### src/rtl/lmc_pkg.sv
package lmc_pkg;

  ////////////////////////////////////////////////////////////////////////////
  // timing
  localparam int CLK_PERIOD_NS = 50;
  // wake_filter_time, least dominant time for a valid bus wake-up
  localparam int WAKE_FILTER_NS = 30000;
  // init_timeout, longest stay in init unless supply ok and mode select are both seen
  localparam int INIT_TIMEOUT_US = 150000;
  // reset release delay after the supply passes supply_undervoltage_on_threshold
  localparam int RST_DELAY_US = 10000;

  function automatic int ceil_cycles(input int ns);
    int c;
    c = (ns + CLK_PERIOD_NS - 1) / CLK_PERIOD_NS;
    return (c < 1) ? 1 : c;
  endfunction

  localparam int WAKE_FILTER_CYC = ceil_cycles(WAKE_FILTER_NS);
  localparam int INIT_TIMEOUT_CYC = (INIT_TIMEOUT_US * 1000) / CLK_PERIOD_NS;
  localparam int RST_DELAY_CYC = ceil_cycles(RST_DELAY_US * 1000);

  ////////////////////////////////////////////////////////////////////////////
  // register map, byte addresses
  localparam logic [3:0] REG_CTRL = 4'h0;
  localparam logic [3:0] REG_STATUS = 4'h4;
  localparam logic [3:0] REG_EVENT = 4'h8;

  localparam int CTRL_WAKE_EN_BIT = 0;
  localparam logic [31:0] CTRL_RESET = 32'h0000_0001;

  localparam int STAT_MODE_LSB = 0;
  localparam int STAT_REG_EN_BIT = 4;
  localparam int STAT_HRST_N_BIT = 5;
  localparam int STAT_VCC_OK_BIT = 6;
  localparam int STAT_RXD_BIT = 7;

  localparam int EVT_WAKE_BIT = 0;
  localparam int EVT_TIMEOUT_BIT = 1;
  localparam int EVT_SUPPLY_BIT = 2;
  localparam int EVT_W = 3;
  localparam logic [EVT_W-1:0] EVT_RESET = 3'h0;

  ////////////////////////////////////////////////////////////////////////////
  // operating modes
  typedef enum logic [3:0] {
    LMC_SLEEP = 4'h1,
    LMC_INIT = 4'h2,
    LMC_STBY = 4'h4,
    LMC_NORMAL = 4'h8
  } lmc_mode_e;

endpackage

### src/rtl/lmc_pin_if.sv
`timescale 1ns/1ps
interface lmc_pin_if;
  logic mode_sel;
  logic txd;
  logic bus_dom;
  logic ms_rise;
  logic ms_fall;
  logic wake;
  logic wake_arm;

  modport cond (output mode_sel, output txd, output bus_dom, output ms_rise, output ms_fall, output wake,
                input wake_arm);
  modport ctrl (input mode_sel, input txd, input bus_dom, input ms_rise, input ms_fall, input wake,
                output wake_arm);
endinterface

### src/rtl/lmc_pin_cond.sv
`timescale 1ns/1ps
module lmc_pin_cond
  import lmc_pkg::*;
#(
  parameter int WAKE_CYC = WAKE_FILTER_CYC
) (
  input wire logic clk_sys_i,
  input wire logic rst_i,
  input wire logic mode_sel_i,
  input wire logic txd_i,
  input wire logic bus_rx_i,
  lmc_pin_if.cond pin
);
  localparam int CW = $clog2(WAKE_CYC + 1);
  localparam logic [CW-1:0] WAKE_LIM = CW'(WAKE_CYC);

  logic [2:0] meta_r;
  logic [2:0] sync_r;
  logic ms_d_r;
  logic [CW-1:0] dom_cnt_r;
  logic qual_r;

  ////////////////////////////////////////////////////////////////////////////
  // two-stage synchronisers: mode select, transmit data, bus level
  always_ff @(posedge clk_sys_i) begin
    if (rst_i) begin
      // idle levels: bus recessive, transmit high, select low, so no false edge follows reset
      meta_r <= 3'h6;
      sync_r <= 3'h6;
    end else begin
      meta_r <= {bus_rx_i, txd_i, mode_sel_i};
      sync_r <= meta_r;
    end
  end

  always_ff @(posedge clk_sys_i) begin
    if (rst_i) begin
      ms_d_r <= 1'b0;
    end else begin
      ms_d_r <= sync_r[0];
    end
  end

  assign pin.mode_sel = sync_r[0];
  assign pin.txd = sync_r[1];
  assign pin.bus_dom = ~sync_r[2];
  assign pin.ms_rise = sync_r[0] & ~ms_d_r;
  assign pin.ms_fall = ~sync_r[0] & ms_d_r;

  ////////////////////////////////////////////////////////////////////////////
  // wake filter: dominant longer than the filter time, reported on return to recessive
  always_ff @(posedge clk_sys_i) begin
    if (rst_i || !pin.wake_arm || !pin.bus_dom) begin
      dom_cnt_r <= '0;
    end else if (dom_cnt_r != WAKE_LIM) begin
      dom_cnt_r <= dom_cnt_r + 1'b1;
    end
  end

  always_ff @(posedge clk_sys_i) begin
    if (rst_i || !pin.wake_arm) begin
      qual_r <= 1'b0;
    end else if (pin.bus_dom) begin
      qual_r <= (dom_cnt_r == WAKE_LIM);
    end else begin
      qual_r <= 1'b0;
    end
  end

  assign pin.wake = qual_r & ~pin.bus_dom & pin.wake_arm;
endmodule

### src/rtl/lmc_mode_ctrl.sv
// How it works
// - normal mode: transmit low drives bus dominant
// - normal mode: receive output mirrors bus level
// - stand-by entered only from normal mode
// - stand-by: regulator on, receive low on wake
// - power-up starts in init, regulator running
// - init timeout without mode select goes sleep
// - supply and thermal events force init mode
// - sleep still detects bus wake, enters init
// - wake counts only after filtered dominant time
// - sleep entry: select low with transmit low
// - sleep entry ignores a stuck dominant bus
// - wake into init drives receive output low
// - init after power-up keeps receive high
// - wake acts when bus returns recessive
// - reset release waits supply stable delay
// - select fall picks sleep or stand-by
// - leaving normal: transmitter off, receive high
// - sleep: regulator off, discharged; stand-by keeps it
// - sleep left by select high into init
// - init to normal after supply ok, delay
// - normal mode enables transmitter and echo
// - host reset low in undervoltage and sleep
// - stand-by select rise goes straight normal
// - init watchdog cancelled only once supply ok and mode select both seen in init
//
// The register addresses and the Avalon-MM register port are this design's own decisions.
`timescale 1ns/1ps
module lmc_mode_ctrl
  import lmc_pkg::*;
#(
  parameter int INIT_TMO_CYC = INIT_TIMEOUT_CYC,
  parameter int RST_DLY_CYC = RST_DELAY_CYC,
  parameter int WAKE_CYC = WAKE_FILTER_CYC
) (
  input wire logic clk_sys_i,
  input wire logic rst_i,
  // avalon-mm slave
  input wire logic [3:0] avs_address_i,
  input wire logic avs_read_i,
  input wire logic avs_write_i,
  input wire logic [31:0] avs_writedata_i,
  input wire logic [3:0] avs_byteenable_i,
  output logic [31:0] avs_readdata_o,
  output logic avs_waitrequest_o,
  // host side pins
  input wire logic mode_sel_i,
  input wire logic txd_i,
  output logic rxd_o,
  output logic rxd_oe_o,
  output logic host_reset_out_n_o,
  // bus side
  input wire logic bus_rx_i,
  output logic bus_tx_dom_o,
  // supply and regulator
  input wire logic vcc_above_uv_i,
  input wire logic power_up_i,
  input wire logic supply_por_i,
  input wire logic supply_uv_fail_i,
  input wire logic overtemp_recover_i,
  output logic reg_en_o,
  output logic vcc_discharge_o
);
  localparam int TW = $clog2(INIT_TMO_CYC + 1);
  localparam int RW = $clog2(RST_DLY_CYC + 1);
  localparam logic [TW-1:0] TMO_LIM = TW'(INIT_TMO_CYC);
  localparam logic [RW-1:0] RST_LIM = RW'(RST_DLY_CYC);

  lmc_pin_if pin ();

  lmc_mode_e state_r;
  lmc_mode_e state_nxt;
  logic wake_lo_r;
  logic wake_lo_nxt;
  logic [TW-1:0] tmo_cnt_r;
  logic sup_ok_seen_r;
  logic en_seen_r;
  logic [RW-1:0] rst_cnt_r;
  logic vcc_stable;
  logic tmo_hit;
  logic supply_evt;
  logic [31:0] ctrl_r;
  logic [EVT_W-1:0] evt_r;
  logic waitreq_r;
  logic [31:0] rdata_r;
  logic acc_wr;

  function automatic logic [31:0] be_merge(input logic [31:0] old, input logic [31:0] wd,
                                           input logic [3:0] be);
    logic [31:0] r;
    r = old;
    for (int i = 0; i < 4; i++) begin
      if (be[i]) begin
        r[i*8 +: 8] = wd[i*8 +: 8];
      end
    end
    return r;
  endfunction

  lmc_pin_cond #(
    .WAKE_CYC(WAKE_CYC)
  ) u_cond (
    .clk_sys_i(clk_sys_i),
    .rst_i(rst_i),
    .mode_sel_i(mode_sel_i),
    .txd_i(txd_i),
    .bus_rx_i(bus_rx_i),
    .pin(pin)
  );

  ////////////////////////////////////////////////////////////////////////////
  // wake detection armed only while asleep or in stand-by
  assign pin.wake_arm = ctrl_r[CTRL_WAKE_EN_BIT] &&
                        ((state_r == LMC_SLEEP) || (state_r == LMC_STBY));

  assign supply_evt = power_up_i | supply_por_i | supply_uv_fail_i | overtemp_recover_i;
  assign vcc_stable = (rst_cnt_r == RST_LIM);
  assign tmo_hit = (state_r == LMC_INIT) && (tmo_cnt_r == TMO_LIM);

  ////////////////////////////////////////////////////////////////////////////
  // mode decisions
  always_comb begin
    state_nxt = state_r;
    wake_lo_nxt = wake_lo_r;
    if (supply_evt) begin
      state_nxt = LMC_INIT;
      wake_lo_nxt = 1'b0;
    end else begin
      case (state_r)
        LMC_NORMAL: begin
          wake_lo_nxt = 1'b0;
          if (pin.ms_fall) begin
            // bus level plays no part, so a shorted bus cannot block sleep
            state_nxt = pin.txd ? LMC_STBY : LMC_SLEEP;
          end
        end
        LMC_STBY: begin
          if (pin.ms_rise) begin
            state_nxt = LMC_NORMAL;
            wake_lo_nxt = 1'b0;
          end else if (pin.wake) begin
            state_nxt = LMC_INIT;
            wake_lo_nxt = 1'b1;
          end
        end
        LMC_SLEEP: begin
          if (pin.wake) begin
            state_nxt = LMC_INIT;
            wake_lo_nxt = 1'b1;
          end else if (pin.mode_sel) begin
            state_nxt = LMC_INIT;
            wake_lo_nxt = 1'b0;
          end
        end
        LMC_INIT: begin
          if (pin.mode_sel && vcc_stable) begin
            state_nxt = LMC_NORMAL;
            wake_lo_nxt = 1'b0;
          end else if (tmo_hit && (!en_seen_r || !sup_ok_seen_r)) begin
            state_nxt = LMC_SLEEP;
            wake_lo_nxt = 1'b0;
          end
        end
        default: begin
          state_nxt = LMC_INIT;
          wake_lo_nxt = 1'b0;
        end
      endcase
    end
  end

  always_ff @(posedge clk_sys_i) begin
    if (rst_i) begin
      state_r <= LMC_INIT;
      wake_lo_r <= 1'b0;
    end else begin
      state_r <= state_nxt;
      wake_lo_r <= wake_lo_nxt;
    end
  end

  ////////////////////////////////////////////////////////////////////////////
  // init watchdog, restarted on every entry into init
  always_ff @(posedge clk_sys_i) begin
    if (rst_i || (state_nxt == LMC_INIT && state_r != LMC_INIT) || supply_evt) begin
      tmo_cnt_r <= '0;
    end else if (state_r == LMC_INIT && tmo_cnt_r != TMO_LIM) begin
      tmo_cnt_r <= tmo_cnt_r + 1'b1;
    end
  end

  always_ff @(posedge clk_sys_i) begin
    if (rst_i || (state_nxt == LMC_INIT && state_r != LMC_INIT) || supply_evt) begin
      sup_ok_seen_r <= 1'b0;
    end else if (state_r == LMC_INIT && vcc_above_uv_i) begin
      sup_ok_seen_r <= 1'b1;
    end
  end

  always_ff @(posedge clk_sys_i) begin
    if (rst_i || (state_nxt == LMC_INIT && state_r != LMC_INIT) || supply_evt) begin
      en_seen_r <= 1'b0;
    end else if (state_r == LMC_INIT && pin.mode_sel) begin
      en_seen_r <= 1'b1;
    end
  end

  ////////////////////////////////////////////////////////////////////////////
  // supply stable delay, restarts on any undervoltage
  always_ff @(posedge clk_sys_i) begin
    if (rst_i || !vcc_above_uv_i || !reg_en_o) begin
      rst_cnt_r <= '0;
    end else if (!vcc_stable) begin
      rst_cnt_r <= rst_cnt_r + 1'b1;
    end
  end

  ////////////////////////////////////////////////////////////////////////////
  // pin outputs, taken from the next mode so leaving normal acts at once
  always_ff @(posedge clk_sys_i) begin
    if (rst_i) begin
      bus_tx_dom_o <= 1'b0;
    end else begin
      bus_tx_dom_o <= (state_nxt == LMC_NORMAL) && !pin.txd;
    end
  end

  always_ff @(posedge clk_sys_i) begin
    if (rst_i) begin
      rxd_o <= 1'b1;
      rxd_oe_o <= 1'b1;
    end else begin
      rxd_oe_o <= (state_nxt != LMC_SLEEP);
      case (state_nxt)
        LMC_NORMAL: rxd_o <= !pin.bus_dom;
        LMC_INIT: rxd_o <= !wake_lo_nxt;
        default: rxd_o <= 1'b1;
      endcase
    end
  end

  always_ff @(posedge clk_sys_i) begin
    if (rst_i) begin
      reg_en_o <= 1'b1;
      vcc_discharge_o <= 1'b0;
    end else begin
      reg_en_o <= (state_nxt != LMC_SLEEP);
      vcc_discharge_o <= (state_nxt == LMC_SLEEP);
    end
  end

  always_ff @(posedge clk_sys_i) begin
    if (rst_i) begin
      host_reset_out_n_o <= 1'b0;
    end else begin
      host_reset_out_n_o <= vcc_stable && vcc_above_uv_i && (state_nxt != LMC_SLEEP);
    end
  end

  ////////////////////////////////////////////////////////////////////////////
  // avalon slave: waitrequest drops one cycle after the request is seen
  assign acc_wr = avs_write_i && !waitreq_r;

  always_ff @(posedge clk_sys_i) begin
    if (rst_i) begin
      waitreq_r <= 1'b1;
    end else if ((avs_read_i || avs_write_i) && waitreq_r) begin
      waitreq_r <= 1'b0;
    end else begin
      waitreq_r <= 1'b1;
    end
  end

  assign avs_waitrequest_o = waitreq_r;

  always_ff @(posedge clk_sys_i) begin
    if (rst_i) begin
      ctrl_r <= CTRL_RESET;
    end else if (acc_wr && avs_address_i == REG_CTRL) begin
      ctrl_r <= be_merge(ctrl_r, avs_writedata_i, avs_byteenable_i) & CTRL_RESET;
    end
  end

  // sticky events; a new event in the clearing cycle stays set
  always_ff @(posedge clk_sys_i) begin
    if (rst_i) begin
      evt_r <= EVT_RESET;
    end else begin
      if (acc_wr && avs_address_i == REG_EVENT && avs_byteenable_i[0]) begin
        evt_r <= (evt_r & ~avs_writedata_i[EVT_W-1:0]) |
                 {supply_evt, tmo_hit && (state_nxt == LMC_SLEEP), pin.wake};
      end else begin
        evt_r <= evt_r | {supply_evt, tmo_hit && (state_nxt == LMC_SLEEP), pin.wake};
      end
    end
  end

  always_ff @(posedge clk_sys_i) begin
    if (rst_i) begin
      rdata_r <= 32'h0000_0000;
    end else if (avs_read_i && waitreq_r) begin
      case (avs_address_i)
        REG_CTRL: rdata_r <= ctrl_r;
        REG_STATUS: begin
          rdata_r <= 32'h0000_0000;
          rdata_r[STAT_MODE_LSB +: 4] <= state_r;
          rdata_r[STAT_REG_EN_BIT] <= reg_en_o;
          rdata_r[STAT_HRST_N_BIT] <= host_reset_out_n_o;
          rdata_r[STAT_VCC_OK_BIT] <= vcc_stable;
          rdata_r[STAT_RXD_BIT] <= rxd_o;
        end
        REG_EVENT: rdata_r <= {{(32-EVT_W){1'b0}}, evt_r};
        default: rdata_r <= 32'h0000_0000;
      endcase
    end
  end

  assign avs_readdata_o = rdata_r;
endmodule

### config.mk
export PLATFORM = sky130hd
export DESIGN_NAME = lmc_mode_ctrl
export DESIGN_NICKNAME = d
export VERILOG_FILES = /design/src/rtl/lmc_pkg.sv /design/src/rtl/lmc_pin_if.sv /design/src/rtl/lmc_pin_cond.sv /design/src/rtl/lmc_mode_ctrl.sv
export SDC_FILE = /design/constraint.sdc
export NUM_CORES = 1
export LEC_CHECK = 0
export BUFFER_PORTS_ARGS = -buffer_cell sky130_fd_sc_hd__buf_2
export CORE_ASPECT_RATIO = 0.9
export CORE_MARGIN = 4
export CORE_UTILIZATION = 48
export CTS_CLUSTER_DIAMETER = 120
export DETAILED_ROUTE_END_ITERATION = 7
export HOLD_SLACK_MARGIN = 0.05
export PLACE_DENSITY_LB_ADDON = 0.05
export REMOVE_ABC_BUFFERS = 1
export SLEW_MARGIN = 40
export SYNTH_ARGS = -nofsm -noshare
export SYNTH_HDL_FRONTEND = slang
export SYNTH_SLANG_ARGS = --single-unit
### constraint.sdc
create_clock -name clk_sys_i -period 2.18 [get_ports clk_sys_i]
set_input_delay 0.436 -clock clk_sys_i [delete_from_list [all_inputs] [get_ports clk_sys_i]]
set_output_delay 0.436 -clock clk_sys_i [all_outputs]
set_load 0.1 [all_outputs]
==> results.py <==
metrics = {
    "route": {
        "wire_per_inst_um": 12.7,
        "dr.pass1.iters": 4,
        "drt_first_iter_violations": 62,
        "viasPerCell": 5.10,
        "vias": 3182,
        "ant_nets": 0,
        "wirelength_um": 7920,
        "drc": 0,
    },
    "synthesis": {
        "synth_edf_count": 0,
        "synth.area.top_cells": "dfxtp_1 (43%), nor2_1 (7.1%), xor2_1 (4.9%), buf_4 (4.8%), xnor2_1 (3.8%)",
        "post-synth-top-area-fraction_pct": 42.6,
        "syn-cell-area_um2": 3900,
        "synth_flop_cell": "dfxtp_1",
        "yosysTopAreaCell": "dfxtp_1",
        "ys_async_sr_fraction_pct": 0,
        "avgSynthCellArea_um2": 8.45,
        "ys_warn_count": 0,
        "ys_seq_area_share_pct": 42.6,
        "ys_ff_latch": 83,
        "yosysUniqueCellTypes": 46,
        "syn_inst": 462,
    },
    "cts": {
        "clk_pin_slew_ns": 0.08,
        "clk_path_buf_depth": 2,
        "htreeDepth": 3,
        "postCtsSetupRepairBufs": 0,
        "cts_tree": "built",
        "numClockSinks": 83,
        "numCtsBuffers": 9,
        "insertion_delay_ns": 0.35,
        "clockRootBuffer": "clkbuf_8",
    },
    "setup_path": {
        "cp_slowest_cell": "or4bb_4",
        "cp-endpoint": "evt_r[1]",
        "rr_startpoint": "rst_cnt_r[2]",
        "crit_chain": "or4bb_4, nor4_4, buf_4, a41o_1, o211ai_1, nor2b_4, a31o_1",
        "cp_max_fo": 3,
        "worst-path-buf-inv": 1,
        "reg2reg_slack_ns": 0.05,
        "cp.arrival_ns": 2.36,
        "cpPeakStageDelay_ns": 0.55,
        "path_depth": 7,
        "cp-end-kind": "flip-flop",
        "path_class": "reg -> reg",
        "worstPathRequired_ns": 2.42,
        "critPathTopFamily": "simple AND/OR/NAND/NOR gates",
        "crit_start": "rst_cnt_r[2]",
        "timing.rr.end": "evt_r[1]",
        "r2r_cells": 7,
        "cp-start-kind": "flip-flop",
    },
    "sta": {
        "fin_worst_skew_ns": 0.00966,
        "worstMarginPinSlew_ns": 0.516,
        "drv_slew": 0,
        "post-route-period-util_pct": 97.6,
        "relSlewSlack_pct": 65.1,
        "setup_viol": 0,
        "fin_crit_ns": 2.13,
        "hold_violations": 0,
        "rsz0062_at_grt": "true",
        "tns_ns": 0,
        "fmax_mhz": 470,
    },
    "die": {
        "core_um2": 7730,
        "start_util_pct": 50.5,
        "die-area_um2": 9640,
        "fp.dieH_um": 93.6,
        "num_rows": 30,
        "ios": 91,
        "die_w_um": 103,
    },
    "power_and_ir_drop": {
        "p_clk_share_pct": 38.8,
        "p_int_mw": 2.18,
        "power_mw": 2.96,
        "power.switching_mw": 0.782,
        "power.leakage_nw": 1.72,
        "vdd_drop_max_mv": 0.380,
        "power_density_nw_per_um2": 652,
        "p_sw_share_pct": 26.4,
        "seqPwrFrac_pct": 51.9,
        "combPwrFrac_pct": 9.3,
    },
    "finish": {
        "finalNonFillerCells": 624,
        "layout-drive-gt1-share_pct": 18.9,
        "fillCellCount": 701,
        "n_antenna_cell": 0,
        "areaGrowthSynthToFinish_pct": 16.3,
        "nets": 581,
        "final_cell_area_um2": 4540,
    },
    "global_routing": {
        "grt_remaining_overflow": 0,
        "antenna_found_initial": 0,
        "grtUsageTotal_pct": 17.1,
        "grt_start_max_net_pins": 25,
        "grt_pass1_wl_um": 13300,
        "grt_pass1_vias": 2959,
    },
    "place": {
        "place_hpwl_um": 5800,
        "io_buffers": 34,
        "place_inst": 608,
        "globalplace.congestion": 0.876,
        "dpl_cell_area_um2": 4280,
    },
    "run_status": {
        "status": "complete, no violations",
    },
    "job": {
        "maxCapViolCount": 0,
    },
    "worst_hold_path": {
        "hp-class": "in -> reg",
        "hold_depth": 2,
    },
}
-- cell usage after synthesis (all sizes together) (5+ instances only) --
master  count
nand3      26
nor4b       5
nor3        9
xor2       22
nor2       74
nand2      35
and3        9
dfxtp      83
buf        31
a22oi       7
nand2b      7
nand4       6
ha          6
a21oi      23
clkbuf      7
or3        10
nor2b       9
xnor2      17
o21ai      15
inv        13
nor4        7
or2         5
-- routing by layer --
layer	part of all wire, %	vias up	global-route usage, %
li1	-	1651	-
met1	49	1464	22.9
met2	45	61	27.4
met3	5.1	6	4.62
met4	0.44	0	4.42
met5	0	-	0
-- sequential cells by signal (all words and copies together), names as in the netlist, 3 cells and up --
signal,flops
avs_readdata_o,8
evt_r,3
rst_cnt_r,18
state_r,4
tmo_cnt_r,22
u_cond.dom_cnt_r,10
u_cond.meta_r,3
u_cond.sync_r,3
-- how the worst min path moves through the flow --
stage,from,end
floorplan,u_cond.meta_r[1],u_cond.sync_r[1]
global placement,u_cond.meta_r[2],u_cond.sync_r[2]
detailed placement,u_cond.meta_r[2],u_cond.sync_r[2]
CTS,txd_i,u_cond.meta_r[1]
global route,txd_i,u_cond.meta_r[1]
finish,txd_i,u_cond.meta_r[1]
-- power groups by stage --
stage	Clock, mW	Combinational (mW)	Sequential, mW
final	1.15	0.275	1.54
after floorplan	0	0.213	1.59
after global routing	1.26	0.289	1.54
after global placement	0	0.273	1.57
after detailed placement	0	0.274	1.57
after CTS	1.19	0.275	1.54
-- kinds of logic (layout without fill, tap and decap cells) --
kind of cell	count (synthesis)	count (layout)	share of synthesized area (%)
xor gates and xnor gates	39	39	8.75
buffers and inverters	51	94	7.66
muxes	4	4	1.03
DFF	83	83	42.6
other	1	24	0.0961
and+or+nand+nor	218	218	28.2
AOI/OAI and AO/OA	60	60	9.81
adders and majority gates	6	6	1.92
-- per-stage QoR --
| stage | util, % | hold WS [ns] | worst slack (ns) |
|---|---|---|---|
| 3_3_place_gp | 55.3 | 0.392 | 0.00978 |
| 5_1_grt | 58.7 | 0.271 | -0.0588 |
| 2_1_floorplan | - | 0.389 | -0.586 |
| 3_5_place_dp | 55.3 | 0.395 | 0.0278 |
| 6_report | 58.7 | 0.284 | 0.0527 |
| 4_1_cts | 58.0 | 0.272 | 0.00369 |
-- placed cells by master, fill, tap and decap left out, types with 17 or more instances in the layout --
cell type and instances:
buf_4 30, xnor2_1 17, dfxtp_1 80, conb_1 24
buf_2 34, nor2_1 74, xor2_1 22, a21oi_1 23
nand2_1 35, nand3_1 26
-- worst register-to-register path, cell delays in order, from the launching register on --
cell and delay (ns):
dfxtp_2 0.33, or4bb_4 0.55, nor4_4 0.26, buf_4 0.15, a41o_1 0.19, o211ai_1 0.16
nor2b_4 0.17, a31o_1 0.21
-- layout make-up --
class                   instances  area, um2  area share [%]
well taps                      96        120            2.65
inverters                      13       48.8            1.07
clock inverters                 4       47.5            1.05
multi-input cells             351       2080            45.8
repair buffers                 65        415            9.15
flip-flops and latches         83       1670            36.7
clock buffers                  12        165            3.64
-- timing repair --
action                                  4_1_cts  5_1_grt
endpoints found under the setup margin        0       30
hold endpoints to repair                      0        0
resized for setup                             0       12
hold buffers                                  0        0
Power figures use the tool's default switching activity.
